File: config.mk
export PLATFORM = sky130hd
export DESIGN_NAME = cht_status_regs
export DESIGN_NICKNAME = d
export VERILOG_FILES = /design/src/rtl/cht_pkg.sv /design/src/rtl/cht_status_regs.sv /design/src/rtl/cht_chunk_pacer.sv
export SDC_FILE = /design/constraint.sdc
export NUM_CORES = 1
export LEC_CHECK = 0
export ABC_AREA = 1
export BUFFER_PORTS_ARGS = -buffer_cell sky130_fd_sc_hd__buf_2
export CAP_MARGIN = 20
export CORE_MARGIN = 2
export CORE_UTILIZATION = 53
export DETAILED_ROUTE_END_ITERATION = 6
export PLACE_DENSITY = 0.92
export SLEW_MARGIN = 25
export SYNTH_ARGS = -nofsm -noshare
export SYNTH_HDL_FRONTEND = slang
export SYNTH_SLANG_ARGS = --single-unit
File: constraint.sdc
create_clock -name clk -period 3.7 [get_ports clk]
set_clock_uncertainty 0.1 [all_clocks]
set_input_delay 0.37 -clock clk [delete_from_list [all_inputs] [get_ports clk]]
set_output_delay 0.37 -clock clk [all_outputs]
set_load 0.01 [all_outputs]
File: src/rtl/cht_pkg.sv
// Overview of operation
// read-wait flag follows the bus IO wait state
// completion-received flag sets, status read clears
// response index mismatch flag, command write clears
// response direction bit missing sets a flag
// response CRC7 mismatch flag, command write clears
// response end-bit missing flag, command write clears
// response timeout flag, command write clears
// data CRC16 error flag, status read clears
// data timeout flag, status read clears
// completion timeout flag, status read clears
// dma block overrun flag, status read clears
// dma done flag, status read clears
// fifo-empty level; transfer done when idle
// boot acknowledge flag, status read clears
// corrupted boot acknowledge sets error flag
// overrun flag, new data command clears
// underrun flag, cleared by command or control
// enable/disable registers: ones act, zeros ignored
// mask view returns enabled sources
// dma setup writes ignored when protected
// offset field sets discarded first-word bytes
// chunk request only when chunk data present
// flow-error control picks read clear or not
// protection changes only with the right key
// interrupt high when a flag meets mask
package cht_pkg;

    // register byte addresses
    localparam logic [31:0] ADDR_HOST_STATUS      = 32'hF0008040;
    localparam logic [31:0] ADDR_IRQ_ENABLE_SET   = 32'hF0008044;
    localparam logic [31:0] ADDR_IRQ_ENABLE_CLEAR = 32'hF0008048;
    localparam logic [31:0] ADDR_IRQ_MASK_VIEW    = 32'hF000804C;
    localparam logic [31:0] ADDR_DMA_SETUP        = 32'hF0008050;
    localparam logic [31:0] ADDR_HOST_CFG         = 32'hF0008054;
    localparam logic [31:0] ADDR_WP_MODE          = 32'hF00080E4;

    // status bit positions
    localparam int POS_READ_WAIT   = 12;
    localparam int POS_COMPL_RCV   = 13;
    localparam int POS_RESP_INDEX  = 16;
    localparam int POS_RESP_DIR    = 17;
    localparam int POS_RESP_CRC    = 18;
    localparam int POS_RESP_END    = 19;
    localparam int POS_RESP_TMO    = 20;
    localparam int POS_DATA_CRC    = 21;
    localparam int POS_DATA_TMO    = 22;
    localparam int POS_COMPL_TMO   = 23;
    localparam int POS_BLK_OVR     = 24;
    localparam int POS_DMA_DONE    = 25;
    localparam int POS_FIFO_EMPTY  = 26;
    localparam int POS_XFER_DONE   = 27;
    localparam int POS_BOOT_ACK    = 28;
    localparam int POS_BOOT_ACK_E  = 29;
    localparam int POS_RX_OVERRUN  = 30;
    localparam int POS_TX_UNDERRUN = 31;

    // groups of status bits by clearing event, and the implemented mask bits
    localparam logic [31:0] CLR_ON_READ = 32'h33E02000;
    localparam logic [31:0] CLR_ON_CMD  = 32'h001F0000;
    localparam logic [31:0] CLR_ON_FLOW = 32'hC0000000;
    localparam logic [31:0] MASK_IMPL   = 32'hFFFF313F;

    // dma setup and configuration fields
    localparam int DMA_OFS_LSB    = 0;
    localparam int DMA_CHK_LSB    = 4;
    localparam int DMA_EN_POS     = 8;
    localparam int DMA_ROPT_POS   = 12;
    localparam int CFG_FIFO_POS   = 0;
    localparam int CFG_FERR_POS   = 4;
    localparam int CFG_HSPD_POS   = 8;
    localparam int CFG_LSYNC_POS  = 12;
    localparam int WP_EN_POS      = 0;
    localparam int WP_KEY_LSB     = 8;
    localparam logic [23:0] WP_KEY = 24'h4D4349;

    // reset values
    localparam logic [31:0] STATUS_RESET = 32'h00000000;
    localparam logic [31:0] MASK_RESET   = 32'h00000000;
    localparam logic [1:0]  OFS_RESET    = 2'h0;
    localparam logic [2:0]  CHK_RESET    = 3'h0;
    localparam logic        BIT_RESET    = 1'h0;

    // chunk size codes and the data count each one needs
    localparam logic [2:0] CHK_1  = 3'h0;
    localparam logic [2:0] CHK_4  = 3'h1;
    localparam logic [2:0] CHK_8  = 3'h2;
    localparam logic [2:0] CHK_16 = 3'h3;
    localparam logic [2:0] CHK_32 = 3'h4;
    localparam logic [5:0] CNT_1  = 6'h01;
    localparam logic [5:0] CNT_4  = 6'h04;
    localparam logic [5:0] CNT_8  = 6'h08;
    localparam logic [5:0] CNT_16 = 6'h10;
    localparam logic [5:0] CNT_32 = 6'h20;

    // events and levels from the card datapath
    typedef struct packed {
        logic read_wait;
        logic completion_received;
        logic resp_index_err;
        logic resp_direction_err;
        logic resp_crc_err;
        logic resp_endbit_err;
        logic resp_timeout_err;
        logic data_crc_err;
        logic data_timeout_err;
        logic completion_timeout_err;
        logic dma_block_overrun_err;
        logic dma_done;
        logic fifo_empty;
        logic cmd_ready;
        logic data_idle;
        logic boot_ack;
        logic boot_ack_err;
        logic rx_overrun_err;
        logic tx_underrun_err;
        logic command_write;
        logic new_data_cmd;
    } cht_event_type;

    // dma setup as seen by the datapath
    typedef struct packed {
        logic [1:0] offset;
        logic [2:0] chunk;
        logic       enable;
        logic       read_opt;
    } cht_dma_type;

    // configuration bits as seen by the datapath
    typedef struct packed {
        logic fifo_mode;
        logic flow_error_reset_ctrl;
        logic high_speed;
        logic sync_last_block;
    } cht_cfg_type;

    // whole state of the register bank
    typedef struct packed {
        logic [31:0] status;
        logic [31:0] mask;
        cht_dma_type dma;
        cht_cfg_type cfg;
        logic        write_protect_enable;
        logic [31:0] prdata;
        logic        pslverr;
        logic        irq;
    } cht_state_type;

    // whole state of the chunk pacer
    typedef struct packed {
        logic       req;
        logic [3:0] keep;
    } cht_pacer_type;

endpackage

File: src/rtl/cht_status_regs.sv
`timescale 1ns/100ps
module cht_status_regs import cht_pkg::*; (
    // clock and reset
    input  wire logic           clk,
    input  wire logic           reset,
    // apb slave
    input  wire logic           psel,
    input  wire logic           penable,
    input  wire logic           pwrite,
    input  wire logic [31:0]    paddr,
    input  wire logic [31:0]    pwdata,
    output logic [31:0]         prdata,
    output logic                pready,
    output logic                pslverr,
    // events and levels from the datapath
    input  wire cht_event_type  ev,
    // fifo fill in data units
    input  wire logic [5:0]     fifo_count,
    // setup seen by the datapath
    output cht_dma_type         dma_cfg,
    output cht_cfg_type         host_cfg,
    output logic                chunk_req,
    output logic [3:0]          first_keep,
    // interrupt to the system
    output logic                irq
);

    cht_state_type s;        // registered state
    cht_state_type next_s;   // next state

    // bus phase decode
    logic        setup;      // first cycle of a transfer
    logic        access;     // completing cycle
    logic        wr;         // write taking effect
    logic        rd_status;  // status read completing
    logic        hit;        // address maps to a register
    logic [31:0] rdval;      // value a read will return
    logic [31:0] set_v;      // flags raised this cycle
    logic [31:0] clr_v;      // flags dropped this cycle
    logic [31:0] read_clr;   // flags a status read drops
    logic        cfg_wr;     // accepted configuration write
    logic        xfer_idle;  // command ready and bus idle

    // transfer phases; no wait states are inserted
    always_comb begin
        setup     = psel && !penable;
        access    = psel && penable;
        wr        = access && pwrite;
        rd_status = access && !pwrite && (paddr == ADDR_HOST_STATUS);
        xfer_idle = ev.cmd_ready && ev.data_idle;
    end

    // read mux, sampled in the setup cycle so that the data
    // come from a flop and the read-clear knows what was seen
    always_comb begin
        rdval = '0;
        hit   = 1'b1;
        case (paddr)
            ADDR_HOST_STATUS: begin
                rdval = s.status;
            end
            ADDR_IRQ_MASK_VIEW: begin
                rdval = s.mask;
            end
            ADDR_DMA_SETUP: begin
                rdval[DMA_OFS_LSB +: 2] = s.dma.offset;
                rdval[DMA_CHK_LSB +: 3] = s.dma.chunk;
                rdval[DMA_EN_POS]       = s.dma.enable;
                rdval[DMA_ROPT_POS]     = s.dma.read_opt;
            end
            ADDR_HOST_CFG: begin
                rdval[CFG_FIFO_POS]  = s.cfg.fifo_mode;
                rdval[CFG_FERR_POS]  = s.cfg.flow_error_reset_ctrl;
                rdval[CFG_HSPD_POS]  = s.cfg.high_speed;
                rdval[CFG_LSYNC_POS] = s.cfg.sync_last_block;
            end
            ADDR_WP_MODE: begin
                rdval[WP_EN_POS] = s.write_protect_enable;
            end
            // write-only registers read as zero
            ADDR_IRQ_ENABLE_SET,
            ADDR_IRQ_ENABLE_CLEAR: begin
                rdval = '0;
            end
            default: begin
                hit = 1'b0;
            end
        endcase
    end

    // event vector in status bit order
    always_comb begin
        set_v = '0;
        set_v[POS_COMPL_RCV]   = ev.completion_received;
        set_v[POS_RESP_INDEX]  = ev.resp_index_err;
        set_v[POS_RESP_DIR]    = ev.resp_direction_err;
        set_v[POS_RESP_CRC]    = ev.resp_crc_err;
        set_v[POS_RESP_END]    = ev.resp_endbit_err;
        set_v[POS_RESP_TMO]    = ev.resp_timeout_err;
        set_v[POS_DATA_CRC]    = ev.data_crc_err;
        set_v[POS_DATA_TMO]    = ev.data_timeout_err;
        set_v[POS_COMPL_TMO]   = ev.completion_timeout_err;
        set_v[POS_BLK_OVR]     = ev.dma_block_overrun_err;
        set_v[POS_DMA_DONE]    = ev.dma_done;
        set_v[POS_BOOT_ACK]    = ev.boot_ack;
        set_v[POS_BOOT_ACK_E]  = ev.boot_ack_err;
        set_v[POS_RX_OVERRUN]  = ev.rx_overrun_err;
        set_v[POS_TX_UNDERRUN] = ev.tx_underrun_err;
    end

    // clear vector; a status read drops only the bits that its reader
    // saw, so an event landing after the setup cycle survives into
    // the next read
    always_comb begin
        cfg_wr   = wr && (paddr == ADDR_HOST_CFG)
                   && !s.write_protect_enable;
        read_clr = CLR_ON_READ;
        if (s.cfg.flow_error_reset_ctrl) begin
            read_clr = CLR_ON_READ | CLR_ON_FLOW;
        end
        clr_v = '0;
        if (rd_status) begin
            clr_v = clr_v | (s.prdata & read_clr);
        end
        if (ev.command_write) begin
            clr_v = clr_v | CLR_ON_CMD;
        end
        if (ev.new_data_cmd) begin
            clr_v = clr_v | CLR_ON_FLOW;
        end
        // setting the flow control drops a pending underrun
        if (cfg_wr && pwdata[CFG_FERR_POS]) begin
            clr_v[POS_TX_UNDERRUN] = 1'b1;
        end
    end

    // next-state logic
    always_comb begin
        next_s = s;

        // sticky flags: set is applied last so it wins
        next_s.status = (s.status & ~clr_v) | set_v;
        // level flags track the datapath every cycle
        next_s.status[POS_READ_WAIT]  = ev.read_wait;
        next_s.status[POS_FIFO_EMPTY] = ev.fifo_empty;
        next_s.status[POS_XFER_DONE]  = xfer_idle;

        // capture read data and error in the setup cycle
        if (setup) begin
            next_s.prdata  = rdval;
            next_s.pslverr = !hit;
        end

        // register writes take effect on the access edge
        if (wr) begin
            case (paddr)
                ADDR_IRQ_ENABLE_SET: begin
                    next_s.mask = s.mask | (pwdata & MASK_IMPL);
                end
                ADDR_IRQ_ENABLE_CLEAR: begin
                    next_s.mask = s.mask & ~pwdata;
                end
                ADDR_DMA_SETUP: begin
                    if (!s.write_protect_enable) begin
                        next_s.dma.offset   =
                            pwdata[DMA_OFS_LSB +: 2];
                        next_s.dma.chunk    =
                            pwdata[DMA_CHK_LSB +: 3];
                        next_s.dma.enable   = pwdata[DMA_EN_POS];
                        next_s.dma.read_opt = pwdata[DMA_ROPT_POS];
                    end
                end
                ADDR_HOST_CFG: begin
                    // protected like the dma setup
                    if (cfg_wr) begin
                        next_s.cfg.fifo_mode =
                            pwdata[CFG_FIFO_POS];
                        next_s.cfg.flow_error_reset_ctrl =
                            pwdata[CFG_FERR_POS];
                        next_s.cfg.high_speed =
                            pwdata[CFG_HSPD_POS];
                        next_s.cfg.sync_last_block =
                            pwdata[CFG_LSYNC_POS];
                    end
                end
                ADDR_WP_MODE: begin
                    // a wrong key leaves protection as it was
                    if (pwdata[WP_KEY_LSB +: 24] == WP_KEY) begin
                        next_s.write_protect_enable =
                            pwdata[WP_EN_POS];
                    end
                end
                // read-only and unmapped writes are dropped
                default: begin
                    next_s.mask = s.mask;
                end
            endcase
        end

        // registered so irq equals the current flags and mask
        next_s.irq = |(next_s.status & next_s.mask);
    end

    // state register
    always_ff @(posedge clk or posedge reset) begin
        if (reset) begin
            s.status               <= STATUS_RESET;
            s.mask                 <= MASK_RESET;
            s.dma.offset           <= OFS_RESET;
            s.dma.chunk            <= CHK_RESET;
            s.dma.enable           <= BIT_RESET;
            s.dma.read_opt         <= BIT_RESET;
            s.cfg                  <= '0;
            s.write_protect_enable <= BIT_RESET;
            s.prdata               <= '0;
            s.pslverr              <= BIT_RESET;
            s.irq                  <= BIT_RESET;
        end else begin
            s <= next_s;
        end
    end

    // chunk pacing and first-word byte keep
    cht_chunk_pacer u_pacer (
        .clk        (clk),
        .reset      (reset),
        .chunk      (s.dma.chunk),
        .offset     (s.dma.offset),
        .fifo_count (fifo_count),
        .chunk_req  (chunk_req),
        .first_keep (first_keep)
    );

    // outputs; ready answers in the first access cycle
    assign pready   = access;
    assign pslverr  = access && s.pslverr;
    assign prdata   = s.prdata;
    assign dma_cfg  = s.dma;
    assign host_cfg = s.cfg;
    assign irq      = s.irq;

    logic ier_wr;     // accepted enable-set write
    logic dma_lock;   // dma write blocked by protection
    logic bad_key;    // protection write with wrong key
    assign ier_wr   = wr && (paddr == ADDR_IRQ_ENABLE_SET);
    assign dma_lock = wr && (paddr == ADDR_DMA_SETUP)
                      && s.write_protect_enable;
    assign bad_key  = wr && (paddr == ADDR_WP_MODE)
                      && (pwdata[WP_KEY_LSB +: 24] != WP_KEY);
endmodule

File: src/rtl/cht_chunk_pacer.sv
`timescale 1ns/100ps
module cht_chunk_pacer import cht_pkg::*; (
    // clock and reset
    input  wire logic        clk,
    input  wire logic        reset,
    // dma setup
    input  wire logic [2:0]  chunk,
    input  wire logic [1:0]  offset,
    // fifo fill in data units
    input  wire logic [5:0]  fifo_count,
    // pacing outputs
    output logic             chunk_req,
    output logic [3:0]       first_keep
);

    cht_pacer_type s;      // registered state
    cht_pacer_type next_s; // next state
    logic [5:0]    need;   // data count the chunk needs

    // decode chunk code; unused codes fall back to one
    always_comb begin
        need = CNT_1;
        case (chunk)
            CHK_1:   need = CNT_1;
            CHK_4:   need = CNT_4;
            CHK_8:   need = CNT_8;
            CHK_16:  need = CNT_16;
            CHK_32:  need = CNT_32;
            default: need = CNT_1;
        endcase
        next_s      = s;
        next_s.req  = (fifo_count >= need);
        // low lanes of the first word are dropped
        next_s.keep = 4'(4'hF << offset);
    end

    // state register
    always_ff @(posedge clk or posedge reset) begin
        if (reset) begin
            s <= '0;
        end else begin
            s <= next_s;
        end
    end

    assign chunk_req  = s.req;
    assign first_keep = s.keep;

endmodule

==> results of run 1 <==
-- critical path, stage by stage (launching register included) --
cell and delay, ns:
dfrtp_1 0.45, inv_1 0.13, nor3_1 0.27, nor3_1 0.10, ha_1 0.28, nor2_1 0.10
nand2_1 0.06, a21oi_1 0.14, o21bai_1 0.08, a21oi_1 0.13, o21bai_1 0.08
-- registers in the layout, indices dropped and copies added (netlist names) --
signal              flops
host_cfg                4
dma_cfg                 7
irq                     1
u_pacer.first_keep      4
prdata                 32
s                      52
u_pacer.chunk_req       1
-- layout make-up --
cell class / count / share of cell area [%]
sequential: 101 / 41.0
multi-input combinational: 453 / 35.3
timing repair buffer: 152 / 12.6
inverter: 74 / 4.57
tap: 133 / 2.70
clock buffer: 10 / 2.23
clock inverter: 6 / 1.54
antenna: 1 / 0.0406
-- logic make-up (layout without fill, tap and decap cells) --
family | count (synthesis) | count (layout) | synth area share, %
and+or+nand+nor | 350 | 350 | 28.7
AOI/OAI and AO/OA | 94 | 94 | 9.64
buffers and inverters | 137 | 242 | 13.3
muxes | 3 | 3 | 0.600
other | 1 | 2 | 0.0691
adders and majority gates | 5 | 5 | 1.15
DFF | 101 | 101 | 46.6
-- metal layers --
layer	vias to the layer above	track usage (%)	wire, microns
met2	247	40.9	6400
met1	2253	35.4	5660
met3	33	3.93	1120
li1	2371	-	-
met5	-	0	0
met4	0	10.4	365
-- power breakdown --
part,internal [mW],switching [mW]
combinational,0.0913,0.139
clock,0.405,0.389
sequential,1.14,0.0220
total,1.63,0.550
-- layout by cell type, fill, tap and decap left out, drive strengths merged, types with 5 or more instances in the layout --
master,Yosys,routed
nand2,172,172
ha,5,5
dfrtp,101,101
o21ai,32,32
nor2,87,87
nand3,71,71
buf,57,152
a21oi,41,41
clkbuf,6,10
inv,73,74
o21bai,7,7
nor3,11,11
nand4,6,6
-- how the worst max path moves through the flow --
stage / start / end / slack (ns) / cells past startpoint
after floorplan: reset / dma_cfg[0]$_DFFE_PP0P_ / 0.58 / 1
after global placement: paddr[31] / dma_cfg[6]$_DFFE_PP0P_ / 1.42 / 9
after detailed placement: paddr[31] / dma_cfg[6]$_DFFE_PP0P_ / 1.38 / 9
after CTS: dma_cfg[2]$_DFFE_PP0P_ / u_pacer.chunk_req$_DFF_PP0_ / 1.71 / 10
after global routing: paddr[28] / irq$_DFF_PP0_ / 1.53 / 11
final: dma_cfg[2]$_DFFE_PP0P_ / u_pacer.chunk_req$_DFF_PP0_ / 1.67 / 10
==> run metrics, run 1 <==
status=finished clean; Post-synth top flop=dfrtp_1; hold crit path type=input pin to register; Async S/R FF share, synth=100%; Post-synth EDFFs=0; drt wl/cell=14.6 microns; root cell of the clock tree=clkbuf_8; Final Core Density=a little over three fifths; count leader, synth=nand2_1; Max FO, Critical Path=5; setup_tns=0 ns; sequential cell area=roughly 2500 sq um; overall routed net length=about 14000 microns; CTS sink cnt=just over 100; r2r setup slk=between 1.5 and 2 ns; Area contributors post-synth=dfrtp_1 (47%), nand2_1 (11%), buf_4 (6.4%); worst reg-to-reg path cell count=10; Netlist cell types=38; clock buffer depth=2; routed vias/inst=around 5.3; Tightest Pin Transition=between 0.7 and 0.8 ns; PostCTS Resize Cnt=0; Tot GR Track Use=between 20% and 30%; initial antenna violation count=1; Inst Count DP=913; Final period util=between 50% and 60%; WP data required=slightly below 4 ns; Ports=roughly 150; Die ar.=11100 sq um; CP Launch Type=register; clock latency on the worst-skew pair=between 0.3 and 0.4 ns; Post-Layout Cell Count=930; RR Startpoint=dma_cfg[2]$_DFFE_PP0P_; cell row count=36; layout cells sized above 1=about 26%; DRC Markers=0; cts hold-fix bufs=0; 1st-iter DRT viols=416; worst setup margin=1.67 ns; cells after synthesis=~690; top cells by count, synth=nand2_1 (163), dfrtp_1 (101), nor2_1 (74); relative slew slack=49.1%; leak pwr=about 3.3 nW; largest net degree at the start of global routing=64; post-synth top area cell=dfrtp_1; hold endpoint=s[104]$_DFF_PP0_; fin area=6160 sq um; Core Area=between 9000 and 10000 sq um; Seq cells post-synth=101; first-pass GRT wire length=22900 microns; Seq/Total Area, Yosys=roughly 47%; final worst path period need=2.03 ns; GRT overflow=0; DP Worst Slack=around 1.4 ns; die span in y=105 microns; Inserted Clock Buffers=9; setup repair after global routing missed its margin=false; crit path DAT=2.18 ns; worst hold slack=approximately 0.027 ns; Total Nets Final=about 890; hold path start=ev[8]; Max Cap Violations=0; area of the multi-input gates=2180 sq um; top cell type's share of synthesized area=a little under half; Final setup violation count=0; Pwr per Cell Area=354 nW/um^2; Hold Vio Cnt, Final=0; reg2reg end=u_pacer.chunk_req$_DFF_PP0_; Area growth, synth to finish=13.7%; drt pass-1 iters=5; post-DP HPWL=~9900 microns; Worst setup EP type=register; Die Wd=105 microns; total power=2.18 mW; Post-CTS Setup Inserts=0; Final Slew Violations=0; fmax=just under 500 MHz; remaining antenna violation count=0; clk slew on worst S/H paths=0.10 ns; CTS H-tree depth=3; Syn Nets=around 790; Starting Density=a little over half; GP Congestion=between 0.8 and 0.9; synth warn=0; placed cell areas=just under 6000 sq um; via count=4904; VDD IR max=about 0.22 mV; Port Buf Inserts=approximately 150; hold depth=1; syn_area_per_cell=about 8 sq um; vias in the first global route=4707; Post-Syn Area=around 5400 sq um; filler cell count=about 850; WS Path Type=register to register; TritonCTS clock tree=done
Note: power is estimated with default switching activity, not from simulation.
==> inputs of run 2 (changes only) <==
==> constraint.sdc (replaced) <==
create_clock -name clk -period 2 [get_ports clk]
set_clock_uncertainty 0.1 [all_clocks]
set_input_delay 0.2 -clock clk [delete_from_list [all_inputs] [get_ports clk]]
set_output_delay 0.2 -clock clk [all_outputs]
set_load 0.01 [all_outputs]
==> run 2 against run 1 <==
The run now ends with negative hold slack left; combinational power rose by 120%; sequential cell count stayed put; design area increased by 8.3%; non-clock buffer count grew 55; sequential power is 85% higher; hold slack lost 0.032 ns; via count grew 9.8%; core utilization rose by 5.2 points; count of clock-buffer cells in the layout increased by 2; global-route usage increased by 2.4 points.
==> run metrics, run 2 (synthesized netlist as in run 1, its figures left out) <==
status=finished, violations left (was finished clean); failing checks=negative hold slack; Max Cap Violations=0 (unchanged); final worst path period need=1.94 ns (was 2.03 ns); # diodes=0 (was 1); commonest non-fill, non-tap cell in the layout=nand2_1 (unchanged); Worst setup EP type=register (unchanged); cell row count=36 (unchanged); remaining antenna violation count=0 (unchanged); via count=5386 (was 4904); Die Wd=105 microns (unchanged); initial antenna violation count=1 (unchanged); hold crit path type=input pin to register (unchanged); Tightest Pin Transition=0.592 ns (was 0.763 ns); CP max stage cell=dfrtp_2 (was dfrtp_1); Starting Density=55.0% (unchanged); Inserted Clock Buffers=9 (unchanged); worst reg-to-reg path cell count=9 (was 10); clock buffer depth=2 (unchanged); overall routed net length=15400 microns (was 13500 microns); 1st-iter DRT viols=479 (was 416); Buf/Inv on CP=0 (was 1); most flop-heavy register=s (unchanged); Final Core Density=67.7% (was 62.5%); first-pass GRT wire length=24800 microns (was 22900 microns); die span in y=105 microns (unchanged); hold depth=2 (was 1); clock latency on the worst-skew pair=0.37 ns (was 0.36 ns); max FFs per register=52 (unchanged); CTS sink cnt=101 (unchanged); worst hold slack=-0.00531 ns (was 0.0268 ns); CTS H-tree depth=3 (unchanged); WS Path Type=register to register (unchanged); routed vias/inst=5.47 (was 5.27); Stages on worst setup path=9 (was 10); crit-path leading delay family=simple AND/OR/NAND/NOR gates (unchanged); Hold Vio Cnt, Final=1 (was 0); drt pass-1 iters=5 (unchanged); commonest non-fill, non-tap cells in the layout=nand2_1 (163), buf_2 (146), dfrtp_1 (98) (was nand2_1 (163), buf_2 (146), dfrtp_1 (101)); CP Launch Type=register (unchanged); root cell of the clock tree=clkbuf_8 (unchanged); Pwr per Cell Area=582 nW/um^2 (was 354 nW/um^2); Ports=147 (unchanged); drt wl/cell=15.7 microns (was 14.6 microns); Total Nets Final=947 (was 892); relative slew slack=60.5% (was 49.1%); fmax=514 MHz (was 493 MHz); Core Area=9860 sq um (unchanged); TritonCTS clock tree=done (unchanged); clk slew on worst S/H paths=0.10 ns (about the same); setup repair after global routing missed its margin=true (was false); Worst path max stage delay=0.45 ns (about the same); post-DP HPWL=10600 microns (was 9880 microns); largest net degree at the start of global routing=39 (was 64); Area growth, synth to finish=23.1% (was 13.7%); layout cells sized above 1=27.6% (was 25.9%); DRC Markers=0 (unchanged); worst setup margin=0.0551 ns (was 1.67 ns); GRT overflow=0 (unchanged); setup_tns=0 ns (unchanged); vias in the first global route=5255 (was 4707); leak pwr=3.49 nW (was 3.26 nW); GP Congestion=0.944 (was 0.892); Final period util=97.2% (was 54.8%); Max FO, Critical Path=4 (was 5); DP Worst Slack=0.0663 ns (was 1.38 ns); crit path DAT=2.11 ns (was 2.18 ns); VDD IR max=0.302 mV (was 0.222 mV); Final setup violation count=0 (unchanged); critical-path cell list=nor3_2 > nor3_2 > ha_1 > nor2_1 > nand2_1 > a21oi_2 > o21bai_1 > a21oi_1 > o21bai_1 (was inv_1 > nor3_1 > nor3_1 > ha_1 > nor2_1 > nand2_1 > a21oi_1 > o21bai_1 > a21oi_1 > o21bai_1); Tot GR Track Use=28.1% (was 25.7%); WP data required=2.16 ns (was 3.85 ns); Port Buf Inserts=146 (unchanged); Die ar.=11100 sq um (unchanged); Final Slew Violations=0 (unchanged)
[run 2: worst register-to-register path: cells and delay by family, from the launching register on]
kind / cells / cell delay [ns]
adders and majority gates: 1 / 0.28
and+or+nand+nor: 4 / 0.54
AOI/OAI and AO/OA: 4 / 0.47
DFF: 1 / 0.45
[run 2: worst paths after layout]
| kind | startpoint | end | slack (ns) |
|---|---|---|---|
| max | dma_cfg[3]$_DFFE_PP0P_ | u_pacer.chunk_req$_DFF_PP0_ | 0.06 |
| min | ev[1] | s[98]$_DFF_PP0_ | -0.005 |
| max reg2reg | dma_cfg[3]$_DFFE_PP0P_ | u_pacer.chunk_req$_DFF_PP0_ | 0.06 |
| min reg2reg | prdata[15]$_DFFE_PP0P_ | prdata[15]$_DFFE_PP0P_ | 0.39 |
| max in group asynchronous | reset | prdata[26]$_DFFE_PP0P_ | 0.89 |
| min in group asynchronous | reset | s[101]$_DFF_PP0_ | 0.33 |
[run 2: layer usage]
layer | vias up | track usage (%) | wire, microns
li1 | 2486 | - | -
met1 | 2508 | 35.5 | 5890
met2 | 332 | 47.6 | 7480
met3 | 60 | 4.49 | 1440
met4 | 0 | 12.5 | 600
met5 | - | 0 | 0
[run 2: power breakdown]
group / total, mW / switching [mW] / internal (mW)
Sequential: 2.15 / 0.0418 / 2.10
Combinational: 0.506 / 0.279 / 0.227
Clock: 1.24 / 0.710 / 0.526
Total: 3.89 / 1.03 / 2.86
[run 2: area by class of cell]
class / instances / area (sq um)
fillers: 734 / 3190
flip-flops and latches: 101 / 2530
multi-input cells: 453 / 2200
repair buffers: 207 / 1310
inverters: 74 / 283
well taps: 133 / 166
clock buffers: 12 / 155
clock inverters: 4 / 32.5
[run 2: through the flow]
stage               hold slack [ns]  instance area, sq um  std cells  power [mW]
detailed placement            0.192                  6100        931        2.63
finish                     -0.00531                  6680        984        3.89
global placement              0.197                  6100        931        2.62
CTS                         0.00237                  6630        981        3.87
global route                 0.0110                  6680        984        4.02
floorplan                     0.131                  5430        691        2.45
[run 2: repair_timing]
| action | in CTS | in global routing |
|---|---|---|
| resized for setup | 0 | 10 |
| setup endpoints to repair | 0 | 2 |
| endpoints found under the hold margin | 53 | 0 |
| hold buffers | 34 | 0 |
| buffers inserted | 0 | 3 |
